File: src/uart_pin_pkg.sv
// Package with constants for the UART pin-mode and power control block
package uart_pin_pkg;
    // Modem control register field positions
    localparam int MCR_RTS_BIT   = 1;
    localparam int MCR_INTEN_BIT = 5;
    localparam int MCR_RI_BIT    = 6;
    localparam int MCR_LOOP_BIT  = 4;
    localparam int MCR_WIDTH     = 8;
    // Reset values and IER modem-status enable bit position
    localparam logic [7:0] MCR_RESET = 8'h00;
    localparam logic [7:0] IER_RESET = 8'h00;
    localparam int IER_MSI_BIT    = 3;
    // Register addresses (3-bit host address)
    localparam logic [2:0] ADDR_DATA = 3'h0;
    localparam logic [2:0] ADDR_IER  = 3'h1;
    localparam logic [2:0] ADDR_MCR  = 3'h4;
    localparam logic [2:0] ADDR_MSR  = 3'h6;
    // Transmit FIFO shape
    localparam int FIFO_WIDTH = 8;
    localparam int FIFO_DEPTH = 8;
    // Serial bit time in mclk cycles
    localparam int BIT_CYCLES = 16;
    // Power mode states
    typedef enum logic [1:0]
    {
        PWR_RUN   = 2'b00,
        PWR_SLEEP = 2'b01,
        PWR_WAKE  = 2'b10
    } pwr_state_t;
endpackage

File: src/fifo_if.sv
// Valid/ready stream carrier between the control block and its FIFO
`timescale 1ns/1ps
interface fifo_if;
    logic       valid;
    logic       ready;
    logic [7:0] data;
    modport src  (output valid, output data, input ready);
    modport sink (input valid, input data, output ready);
endinterface

File: src/uart_pin_mode_power_control.sv
// Pin-level control of a single-channel UART: bus style, power, modem pins
`timescale 1ns/1ps
module uart_pin_mode_power_control (
    input  wire logic       mclk,
    input  wire logic       reset,
    input  wire logic       bus_style_sel,
    input  wire logic       master_reset_pin,
    input  wire logic       sleep_request,
    input  wire logic       chip_sel_n,
    input  wire logic       read_strobe_n,
    input  wire logic       write_strobe_n,
    input  wire logic [2:0] addr,
    input  wire logic [7:0] data_in,
    output logic      [7:0] data_out,
    output logic            data_oe,
    input  wire logic       ring_n,
    input  wire logic       rx_pin,
    output logic            tx_pin,
    output logic            tx_oe,
    output logic            rts_n,
    output logic            irq_out,
    output logic            irq_oe,
    output logic            osc_enable,
    output logic            host_isolate,
    output logic            low_power,
    output logic            rx_bit,
    input  wire logic       tx_enable
);
    ////////////////////////////////////////////////////////////////////////
    // Pin synchronisers
    logic [1:0] s1_q, s2_q, s3_q, s4_q, s5_q, s6_q, s7_q, s8_q;
    logic [7:0] dat1_q, dat2_q;
    logic [2:0] adr1_q, adr2_q;
    logic sel_s, mrst_s, slp_s, cs_n_s, rd_n_s, wr_n_s, ri_s, rx_s;

    always_ff @(posedge mclk)
    begin
        s1_q   <= {s1_q[0], bus_style_sel};
        s2_q   <= {s2_q[0], master_reset_pin};
        s3_q   <= {s3_q[0], sleep_request};   // Pulled low off chip
        s4_q   <= {s4_q[0], chip_sel_n};
        s5_q   <= {s5_q[0], read_strobe_n};
        s6_q   <= {s6_q[0], write_strobe_n};
        s7_q   <= {s7_q[0], ring_n};
        s8_q   <= {s8_q[0], rx_pin};
        dat1_q <= data_in;
        dat2_q <= dat1_q;
        adr1_q <= addr;
        adr2_q <= adr1_q;
    end
    assign mrst_s = s2_q[1];
    assign slp_s  = s3_q[1];
    assign cs_n_s = s4_q[1];
    assign rd_n_s = s5_q[1];
    assign wr_n_s = s6_q[1];
    assign ri_s   = s7_q[1];
    assign rx_s   = s8_q[1];

    ////////////////////////////////////////////////////////////////////////
    // Bus-style strap, captured once after reset
    logic strap_q, strap_d, strap_ok_q, strap_ok_d;
    always_comb
    begin
        strap_ok_d = 1'b1;
        strap_d    = strap_ok_q ? strap_q : s1_q[1];
    end
    always_ff @(posedge mclk)
    begin
        if (reset)
        begin
            strap_q    <= 1'b1;
            strap_ok_q <= 1'b0;
        end
        else
        begin
            strap_q    <= strap_d;
            strap_ok_q <= strap_ok_d;
        end
    end
    assign sel_s = strap_ok_q ? strap_q : s1_q[1];

    ////////////////////////////////////////////////////////////////////////
    // Power state and internal reset
    uart_pin_pkg::pwr_state_t pwr_q, pwr_d;
    logic pin_rst, int_rst;
    // Reset pin polarity follows the bus style
    assign pin_rst = sel_s ? mrst_s : !mrst_s;

    always_comb
    begin
        case (pwr_q)
            uart_pin_pkg::PWR_RUN:   pwr_d = slp_s ? uart_pin_pkg::PWR_SLEEP : uart_pin_pkg::PWR_RUN;
            uart_pin_pkg::PWR_SLEEP: pwr_d = slp_s ? uart_pin_pkg::PWR_SLEEP : uart_pin_pkg::PWR_WAKE;
            uart_pin_pkg::PWR_WAKE:  pwr_d = slp_s ? uart_pin_pkg::PWR_SLEEP : uart_pin_pkg::PWR_RUN;
            default:                 pwr_d = uart_pin_pkg::PWR_RUN;
        endcase
    end
    always_ff @(posedge mclk)
    begin
        if (reset)
            pwr_q <= uart_pin_pkg::PWR_RUN;
        else
            pwr_q <= pwr_d;
    end
    // Wake state is a one-cycle self reset on the falling request
    assign int_rst      = pin_rst || (pwr_q == uart_pin_pkg::PWR_WAKE);
    assign low_power    = (pwr_q == uart_pin_pkg::PWR_SLEEP);
    assign osc_enable   = !low_power;
    assign host_isolate = low_power;

    ////////////////////////////////////////////////////////////////////////
    // Host bus decode
    logic rd_act, wr_act, wr_prev_q, wr_prev_d, wr_pulse, bus_ok;
    assign bus_ok = !cs_n_s && !low_power && !int_rst;
    always_comb
    begin
        if (sel_s)
        begin
            rd_act = bus_ok && !rd_n_s;   // Separate strobes
            wr_act = bus_ok && !wr_n_s;
        end
        else
        begin
            rd_act = bus_ok && wr_n_s;    // Direction line; read strobe tied high
            wr_act = bus_ok && !wr_n_s;
        end
        wr_prev_d = wr_act;
    end
    always_ff @(posedge mclk)
    begin
        if (reset)
            wr_prev_q <= 1'b0;
        else
            wr_prev_q <= wr_prev_d;
    end
    assign wr_pulse = wr_act && !wr_prev_q;

    ////////////////////////////////////////////////////////////////////////
    // Registers
    logic [7:0] mcr_q, mcr_d, ier_q, ier_d;
    logic       ri_prev_q, ri_prev_d, msi_q, msi_d;
    logic       ri_rise;
    fifo_if     txw ();
    fifo_if     txr ();

    assign ri_rise = ri_s && !ri_prev_q;
    always_comb
    begin
        mcr_d     = mcr_q;
        ier_d     = ier_q;
        ri_prev_d = ri_s;
        msi_d     = msi_q;
        if (wr_pulse && adr2_q == uart_pin_pkg::ADDR_MCR)
            mcr_d = dat2_q;
        if (wr_pulse && adr2_q == uart_pin_pkg::ADDR_IER)
            ier_d = dat2_q;
        if (rd_act && adr2_q == uart_pin_pkg::ADDR_MSR)
            msi_d = 1'b0;
        // Set wins over a clearing read
        if (ri_rise)
            msi_d = 1'b1;
    end
    always_ff @(posedge mclk)
    begin
        if (reset || int_rst)
        begin
            mcr_q     <= uart_pin_pkg::MCR_RESET;
            ier_q     <= uart_pin_pkg::IER_RESET;
            ri_prev_q <= 1'b1;
            msi_q     <= 1'b0;
        end
        else
        begin
            mcr_q     <= mcr_d;
            ier_q     <= ier_d;
            ri_prev_q <= ri_prev_d;
            msi_q     <= msi_d;
        end
    end

    ////////////////////////////////////////////////////////////////////////
    // Read data
    logic [7:0] dout_d, dout_q;
    logic       oe_q;
    always_comb
    begin
        case (adr2_q)
            uart_pin_pkg::ADDR_MCR: dout_d = {mcr_q[7], !ri_s, mcr_q[5:0]};
            uart_pin_pkg::ADDR_IER: dout_d = ier_q;
            uart_pin_pkg::ADDR_MSR: dout_d = {1'b0, !ri_s, 5'h00, msi_q};
            default:                dout_d = 8'h00;
        endcase
    end
    always_ff @(posedge mclk)
    begin
        if (reset)
        begin
            dout_q <= 8'h00;
            oe_q   <= 1'b0;
        end
        else
        begin
            dout_q <= dout_d;
            oe_q   <= rd_act;
        end
    end
    assign data_out = dout_q;
    assign data_oe  = oe_q;

    ////////////////////////////////////////////////////////////////////////
    // Transmitter: FIFO plus shift register
    logic [9:0] sh_q, sh_d;
    logic [3:0] nb_q, nb_d;
    logic [4:0] bc_q, bc_d;
    logic       txs;
    assign txw.valid = wr_pulse && adr2_q == uart_pin_pkg::ADDR_DATA;
    assign txw.data  = dat2_q;

    tx_fifo #(
        .WIDTH (uart_pin_pkg::FIFO_WIDTH),
        .DEPTH (uart_pin_pkg::FIFO_DEPTH)
    ) u_fifo (
        .clk (mclk),
        .clr (reset || int_rst),
        .wr  (txw),
        .rd  (txr)
    );

    // Shifter drains only when enabled and idle, so the FIFO can fill
    assign txr.ready = tx_enable && (nb_q == 4'h0);
    always_comb
    begin
        sh_d = sh_q;
        nb_d = nb_q;
        bc_d = bc_q;
        if (txr.valid && txr.ready)
        begin
            sh_d = {1'b1, txr.data, 1'b0};
            nb_d = 4'ha;
            bc_d = 5'(uart_pin_pkg::BIT_CYCLES - 1);
        end
        else if (nb_q != 4'h0)
        begin
            if (bc_q == 5'h00)
            begin
                sh_d = {1'b1, sh_q[9:1]};
                nb_d = nb_q - 4'h1;
                bc_d = 5'(uart_pin_pkg::BIT_CYCLES - 1);
            end
            else
                bc_d = bc_q - 5'h01;
        end
    end
    always_ff @(posedge mclk)
    begin
        if (reset || int_rst)
        begin
            sh_q <= 10'h3ff;
            nb_q <= 4'h0;
            bc_q <= 5'h00;
        end
        else
        begin
            sh_q <= sh_d;
            nb_q <= nb_d;
            bc_q <= bc_d;
        end
    end
    // Idle and reset leave the line marking; a low tx_enable only holds off the next frame
    assign txs = (nb_q != 4'h0) ? sh_q[0] : 1'b1;

    ////////////////////////////////////////////////////////////////////////
    // Modem and serial pins
    logic loop_mode;
    assign loop_mode = mcr_q[uart_pin_pkg::MCR_LOOP_BIT];
    assign rx_bit    = loop_mode ? txs : rx_s;
    assign tx_pin    = loop_mode ? 1'b1 : txs;
    assign tx_oe     = !loop_mode && !low_power;
    assign rts_n     = !mcr_q[uart_pin_pkg::MCR_RTS_BIT];

    // Interrupt pin: active drive, open-source, or open-drain
    logic irq_act;
    assign irq_act = msi_q && ier_q[uart_pin_pkg::IER_MSI_BIT];
    always_comb
    begin
        if (sel_s)
        begin
            irq_out = irq_act;
            irq_oe  = mcr_q[uart_pin_pkg::MCR_INTEN_BIT] || irq_act;
        end
        else
        begin
            irq_out = 1'b0;
            irq_oe  = irq_act;
        end
    end
endmodule

File: src/tx_fifo.sv
// Parameterised FIFO with registered read data
`timescale 1ns/1ps
module tx_fifo #(
    parameter int WIDTH = 8,
    parameter int DEPTH = 8
)(
    input  wire logic clk,
    input  wire logic clr,
    fifo_if.sink      wr,
    fifo_if.src       rd
);
    localparam int AW = $clog2(DEPTH);
    logic [WIDTH-1:0] mem [DEPTH];
    logic [AW-1:0]    wp_q, wp_d, rp_q, rp_d;
    logic [AW:0]      cnt_q, cnt_d;
    logic [WIDTH-1:0] dout_q, dout_d;
    logic             ov_q, ov_d;
    logic             push, pop, load;

    assign wr.ready = (cnt_q != (AW+1)'(DEPTH));
    assign rd.valid = ov_q;
    assign rd.data  = dout_q;
    assign push = wr.valid && wr.ready;
    assign pop  = ov_q && rd.ready;
    // Output register refills when empty or being drained
    assign load = (cnt_q != '0) && (!ov_q || pop);

    always_comb
    begin
        wp_d   = push ? wp_q + AW'(1) : wp_q;
        rp_d   = load ? rp_q + AW'(1) : rp_q;
        cnt_d  = cnt_q + (AW+1)'(push) - (AW+1)'(load);
        dout_d = load ? mem[rp_q] : dout_q;
        ov_d   = load ? 1'b1 : (pop ? 1'b0 : ov_q);
    end

    always_ff @(posedge clk)
    begin
        if (clr)
        begin
            wp_q   <= '0;
            rp_q   <= '0;
            cnt_q  <= '0;
            dout_q <= '0;
            ov_q   <= 1'b0;
        end
        else
        begin
            wp_q   <= wp_d;
            rp_q   <= rp_d;
            cnt_q  <= cnt_d;
            dout_q <= dout_d;
            ov_q   <= ov_d;
        end
        if (push)
            mem[wp_q] <= wr.data;
    end
endmodule

File: config.mk
export PLATFORM = sky130hd
export DESIGN_NAME = uart_pin_mode_power_control
export DESIGN_NICKNAME = d
export VERILOG_FILES = /design/src/uart_pin_pkg.sv /design/src/fifo_if.sv /design/src/uart_pin_mode_power_control.sv /design/src/tx_fifo.sv
export SDC_FILE = /design/constraint.sdc
export NUM_CORES = 1
export LEC_CHECK = 0
export BUFFER_PORTS_ARGS = -buffer_cell sky130_fd_sc_hd__buf_2
export CORE_UTILIZATION = 50
export DETAILED_ROUTE_END_ITERATION = 7
export GPL_TIMING_DRIVEN = 0
export PLACE_DENSITY = 0.68
export SLEW_MARGIN = 20
export SYNTH_ARGS = -nofsm -noshare
export SYNTH_HDL_FRONTEND = slang
export SYNTH_SLANG_ARGS = --single-unit
File: constraint.sdc
create_clock -name mclk -period 5.9 [get_ports mclk]
set_clock_uncertainty 0.1 [all_clocks]
set_input_delay 0.885 -clock mclk [delete_from_list [all_inputs] [get_ports mclk]]
set_output_delay 0.885 -clock mclk [all_outputs]
set_load 0.01 [all_outputs]
==> results.ini <==
[run_status]
status = completed

[clocking]
clockBufferDepth = 2
cts_buffers = 17
cts_root_buf = clkbuf_16
postCtsHoldBufs = 0
clk_latency_ns = 0.42
cts.htree.levels = 4
path_clk_slew_ns = 0.06
post_cts_resize_count = 0
cts.sinks = 170
cts_tree = done
postCtsSetupBuffers = 0

[die]
dieArea_um2 = 12800
ioPinCount = 40
start_util_pct = 51.5
core_area_um2 = 12000
die_w_um = 113
die_h_um = 113
num_rows = 40

[grt]
antenna_found_initial = 0
gr-usage-met3_pct = 5.95
grt_pass1_wl_um = 19400
busiest_layer = met2
grt_max_degree = 17
grt_pass1_vias = 3877
grt_usage_pct = 20.4
grt.met1_usage_pct = 25.5
overflow = 0
use_met2_pct = 34.2

[synthesis]
synth_seq_cells = 170
synth_edf_count = 64
postSynthAreaPerCell_um2 = 13.0
synth.yosys.warnings = 0
netlist_area_um2 = 6180
synth_nets = 509
synth_flop_cell = dfxtp_1
synthCells = 475
synthDistinctLibCells = 44
async_flop_share_pct = 0
yosysSeqAreaShare_pct = 65.4

[timing]
worst_slack_ns = 2.81
rsz0062_at_grt = no
setup_tns_ns = 0
whs_ns = 0.226
final_hold_viol_count = 0
slew_viol_final = 0
worst_pin_slew_ns = 0.948
min_period_ns = 3.09
min_period_over_period_pct = 52.3
max_freq_mhz = 324
slew_headroom_pct = 36.6
finalSetupViolations = 0

[place]
dpl_cell_area_um2 = 6600
globalplace.congestion = 0.799
pre_cts_ws_ns = 2.67
io_buffers = 38
hpwl_um = 8310

[routing]
postRouteAntennaNets = 0
via_count = 3851
drc_errors = 0
drt-initial-drc-count = 253
drtPass1Iterations = 4
wl_per_cell_um = 17.2
via_per_inst = 5.55
drt_wl_total_um = 11900

[power]
p_per_area_nw_per_um2 = 461
p_leak_uw = 0.00276
ir_worst_vdd_mv = 0.284

[setup_path]
cp.required_ns = 4.91
worstSetupPathType = reg -> out
crit_fanout = 6
rrSetupSlack_ns = 2.82
critPathLaunchType = flop
endpoint_kind = output port
cp_data_arrival_time_ns = 2.10

[final_layout]
areaGrowthSynthToFinish_pct = 17.1
diodes = 0
final_layout_size_suffix_gt1_share_pct = 20.1
nets = 568
fin_util_pct = 60.3
fin_area_um2 = 7240

[min_path]
hold_path_class = reg -> reg

[flow_run]
drv_cap = 0

cells in the final DEF (no fill, tap or decap), types with 5 or more instances in the layout:
cell type / count
a21oi_1: 7
a22oi_1: 14
a311oi_1: 8
and3_1: 6
buf_2: 46
clkbuf_1: 13
clkbuf_16: 17
dfxtp_1: 106
edfxtp_1: 64
ha_1: 11
inv_1: 19
mux2i_1: 25
mux4_2: 16
nand2_1: 28
nand2b_1: 5
nand3_1: 33
nor2_1: 42
nor3_2: 5
xnor2_1: 6
xor2_1: 5
cell type report:
cell class                      count  area, µm²
Clock buffer                       19        443
Buffer                             22        100
Sequential cell                   170       4040
Multi-Input combinational cell    263       1990
Tap cell                          147        184
Timing Repair Buffer               40        205
Inverter                           20       75.1
Clock inverter                     13        200
Fill cell                         936       4770
cells by family (layout without fill, tap and decap cells):
family,Yosys count,in the layout,synth area share (%)
DFF,170,170,65.4
and+or+nand+nor,150,150,11.9
AOI/OAI and AO/OA,47,47,5.46
muxes,43,43,10.2
buffers and inverters,42,114,2.83
adders and majority gates,12,12,2.55
xor gates and xnor gates,11,11,1.56
sequential cells by signal, summed over array words and instances, names as in the netlist, 3 cells and up:
register,flops
adr1_q,3
adr2_q,3
bc_q,5
dat1_q,8
dat2_q,8
data_out,8
ier_q,8
mcr_q,7
nb_q,4
sh_q,9
u_fifo.cnt_q,4
u_fifo.mem,64
u_fifo.rd.data,8
u_fifo.rp_q,3
u_fifo.wp_q,3
metal layers:
metal	part of all wire, %	routed length (µm)
met1	45	5320
met2	50	5960
met3	3.8	454
met4	1.5	176
met5	0	0
critical path: stages (launching register included):
cell,delay [ns]
dfxtp_1,0.31
inv_1,0.11
ha_1,0.20
nor3b_1,0.68
nor2_1,0.08
a21oi_1,0.16
buf_2,0.14
worst paths after layout:
check              from               end  depth (start not counted)
max             nb_q[0]            rx_bit                          6
min           dat1_q[2]         dat2_q[2]                          0
max reg2reg  strap_ok_q  u_fifo.mem[6][1]                          5
min reg2reg   dat1_q[2]         dat2_q[2]                          0
cells in the mapped netlist, types with 2 or more instances:
library cell | n | area share, %
xor2_1 | 5 | 0.71
clkbuf_1 | 12 | 0.73
o21ai_0 | 3 | 0.24
a22oi_1 | 14 | 1.7
nor3_1 | 8 | 0.65
or3_1 | 4 | 0.40
nor2_1 | 42 | 2.6
mux2_2 | 2 | 0.36
nor2b_1 | 3 | 0.30
or2_2 | 3 | 0.30
nand4_1 | 3 | 0.30
buf_2 | 8 | 0.65
nand2_1 | 28 | 1.7
a31oi_1 | 4 | 0.40
nand3_1 | 33 | 2.7
and3_1 | 6 | 0.61
nor3b_1 | 2 | 0.24
inv_1 | 19 | 1.2
a211oi_1 | 3 | 0.36
dfxtp_1 | 106 | 34
edfxtp_1 | 64 | 31
mux4_2 | 16 | 5.8
or4_1 | 2 | 0.24
nor4_1 | 3 | 0.30
nand2b_1 | 5 | 0.51
mux2i_1 | 25 | 4.0
ha_1 | 11 | 2.2
xnor2_1 | 6 | 0.85
a21oi_1 | 7 | 0.57
buf_4 | 2 | 0.24
nor4b_1 | 2 | 0.28
a311oi_1 | 8 | 1.1
a32oi_1 | 2 | 0.28
o31ai_1 | 2 | 0.24
a21o_1 | 3 | 0.36
power by group:
part / leakage [µW] / total [µW] / internal, µW / switching, µW
Clock: 0.000317 / 1200 / 732 / 464
Combinational: 0.000999 / 780 / 340 / 440
Sequential: 0.00145 / 1360 / 1300 / 62.6
Total: 0.00276 / 3340 / 2370 / 967
metrics by stage:
stage          power (µW)  cells
2_1_floorplan        2000    475
3_3_place_gp         2140    660
3_5_place_dp         2170    662
4_1_cts              3360    694
5_1_grt              3530    694
6_report             3340    694
No activity file was read; power rests on OpenSTA's default activity.
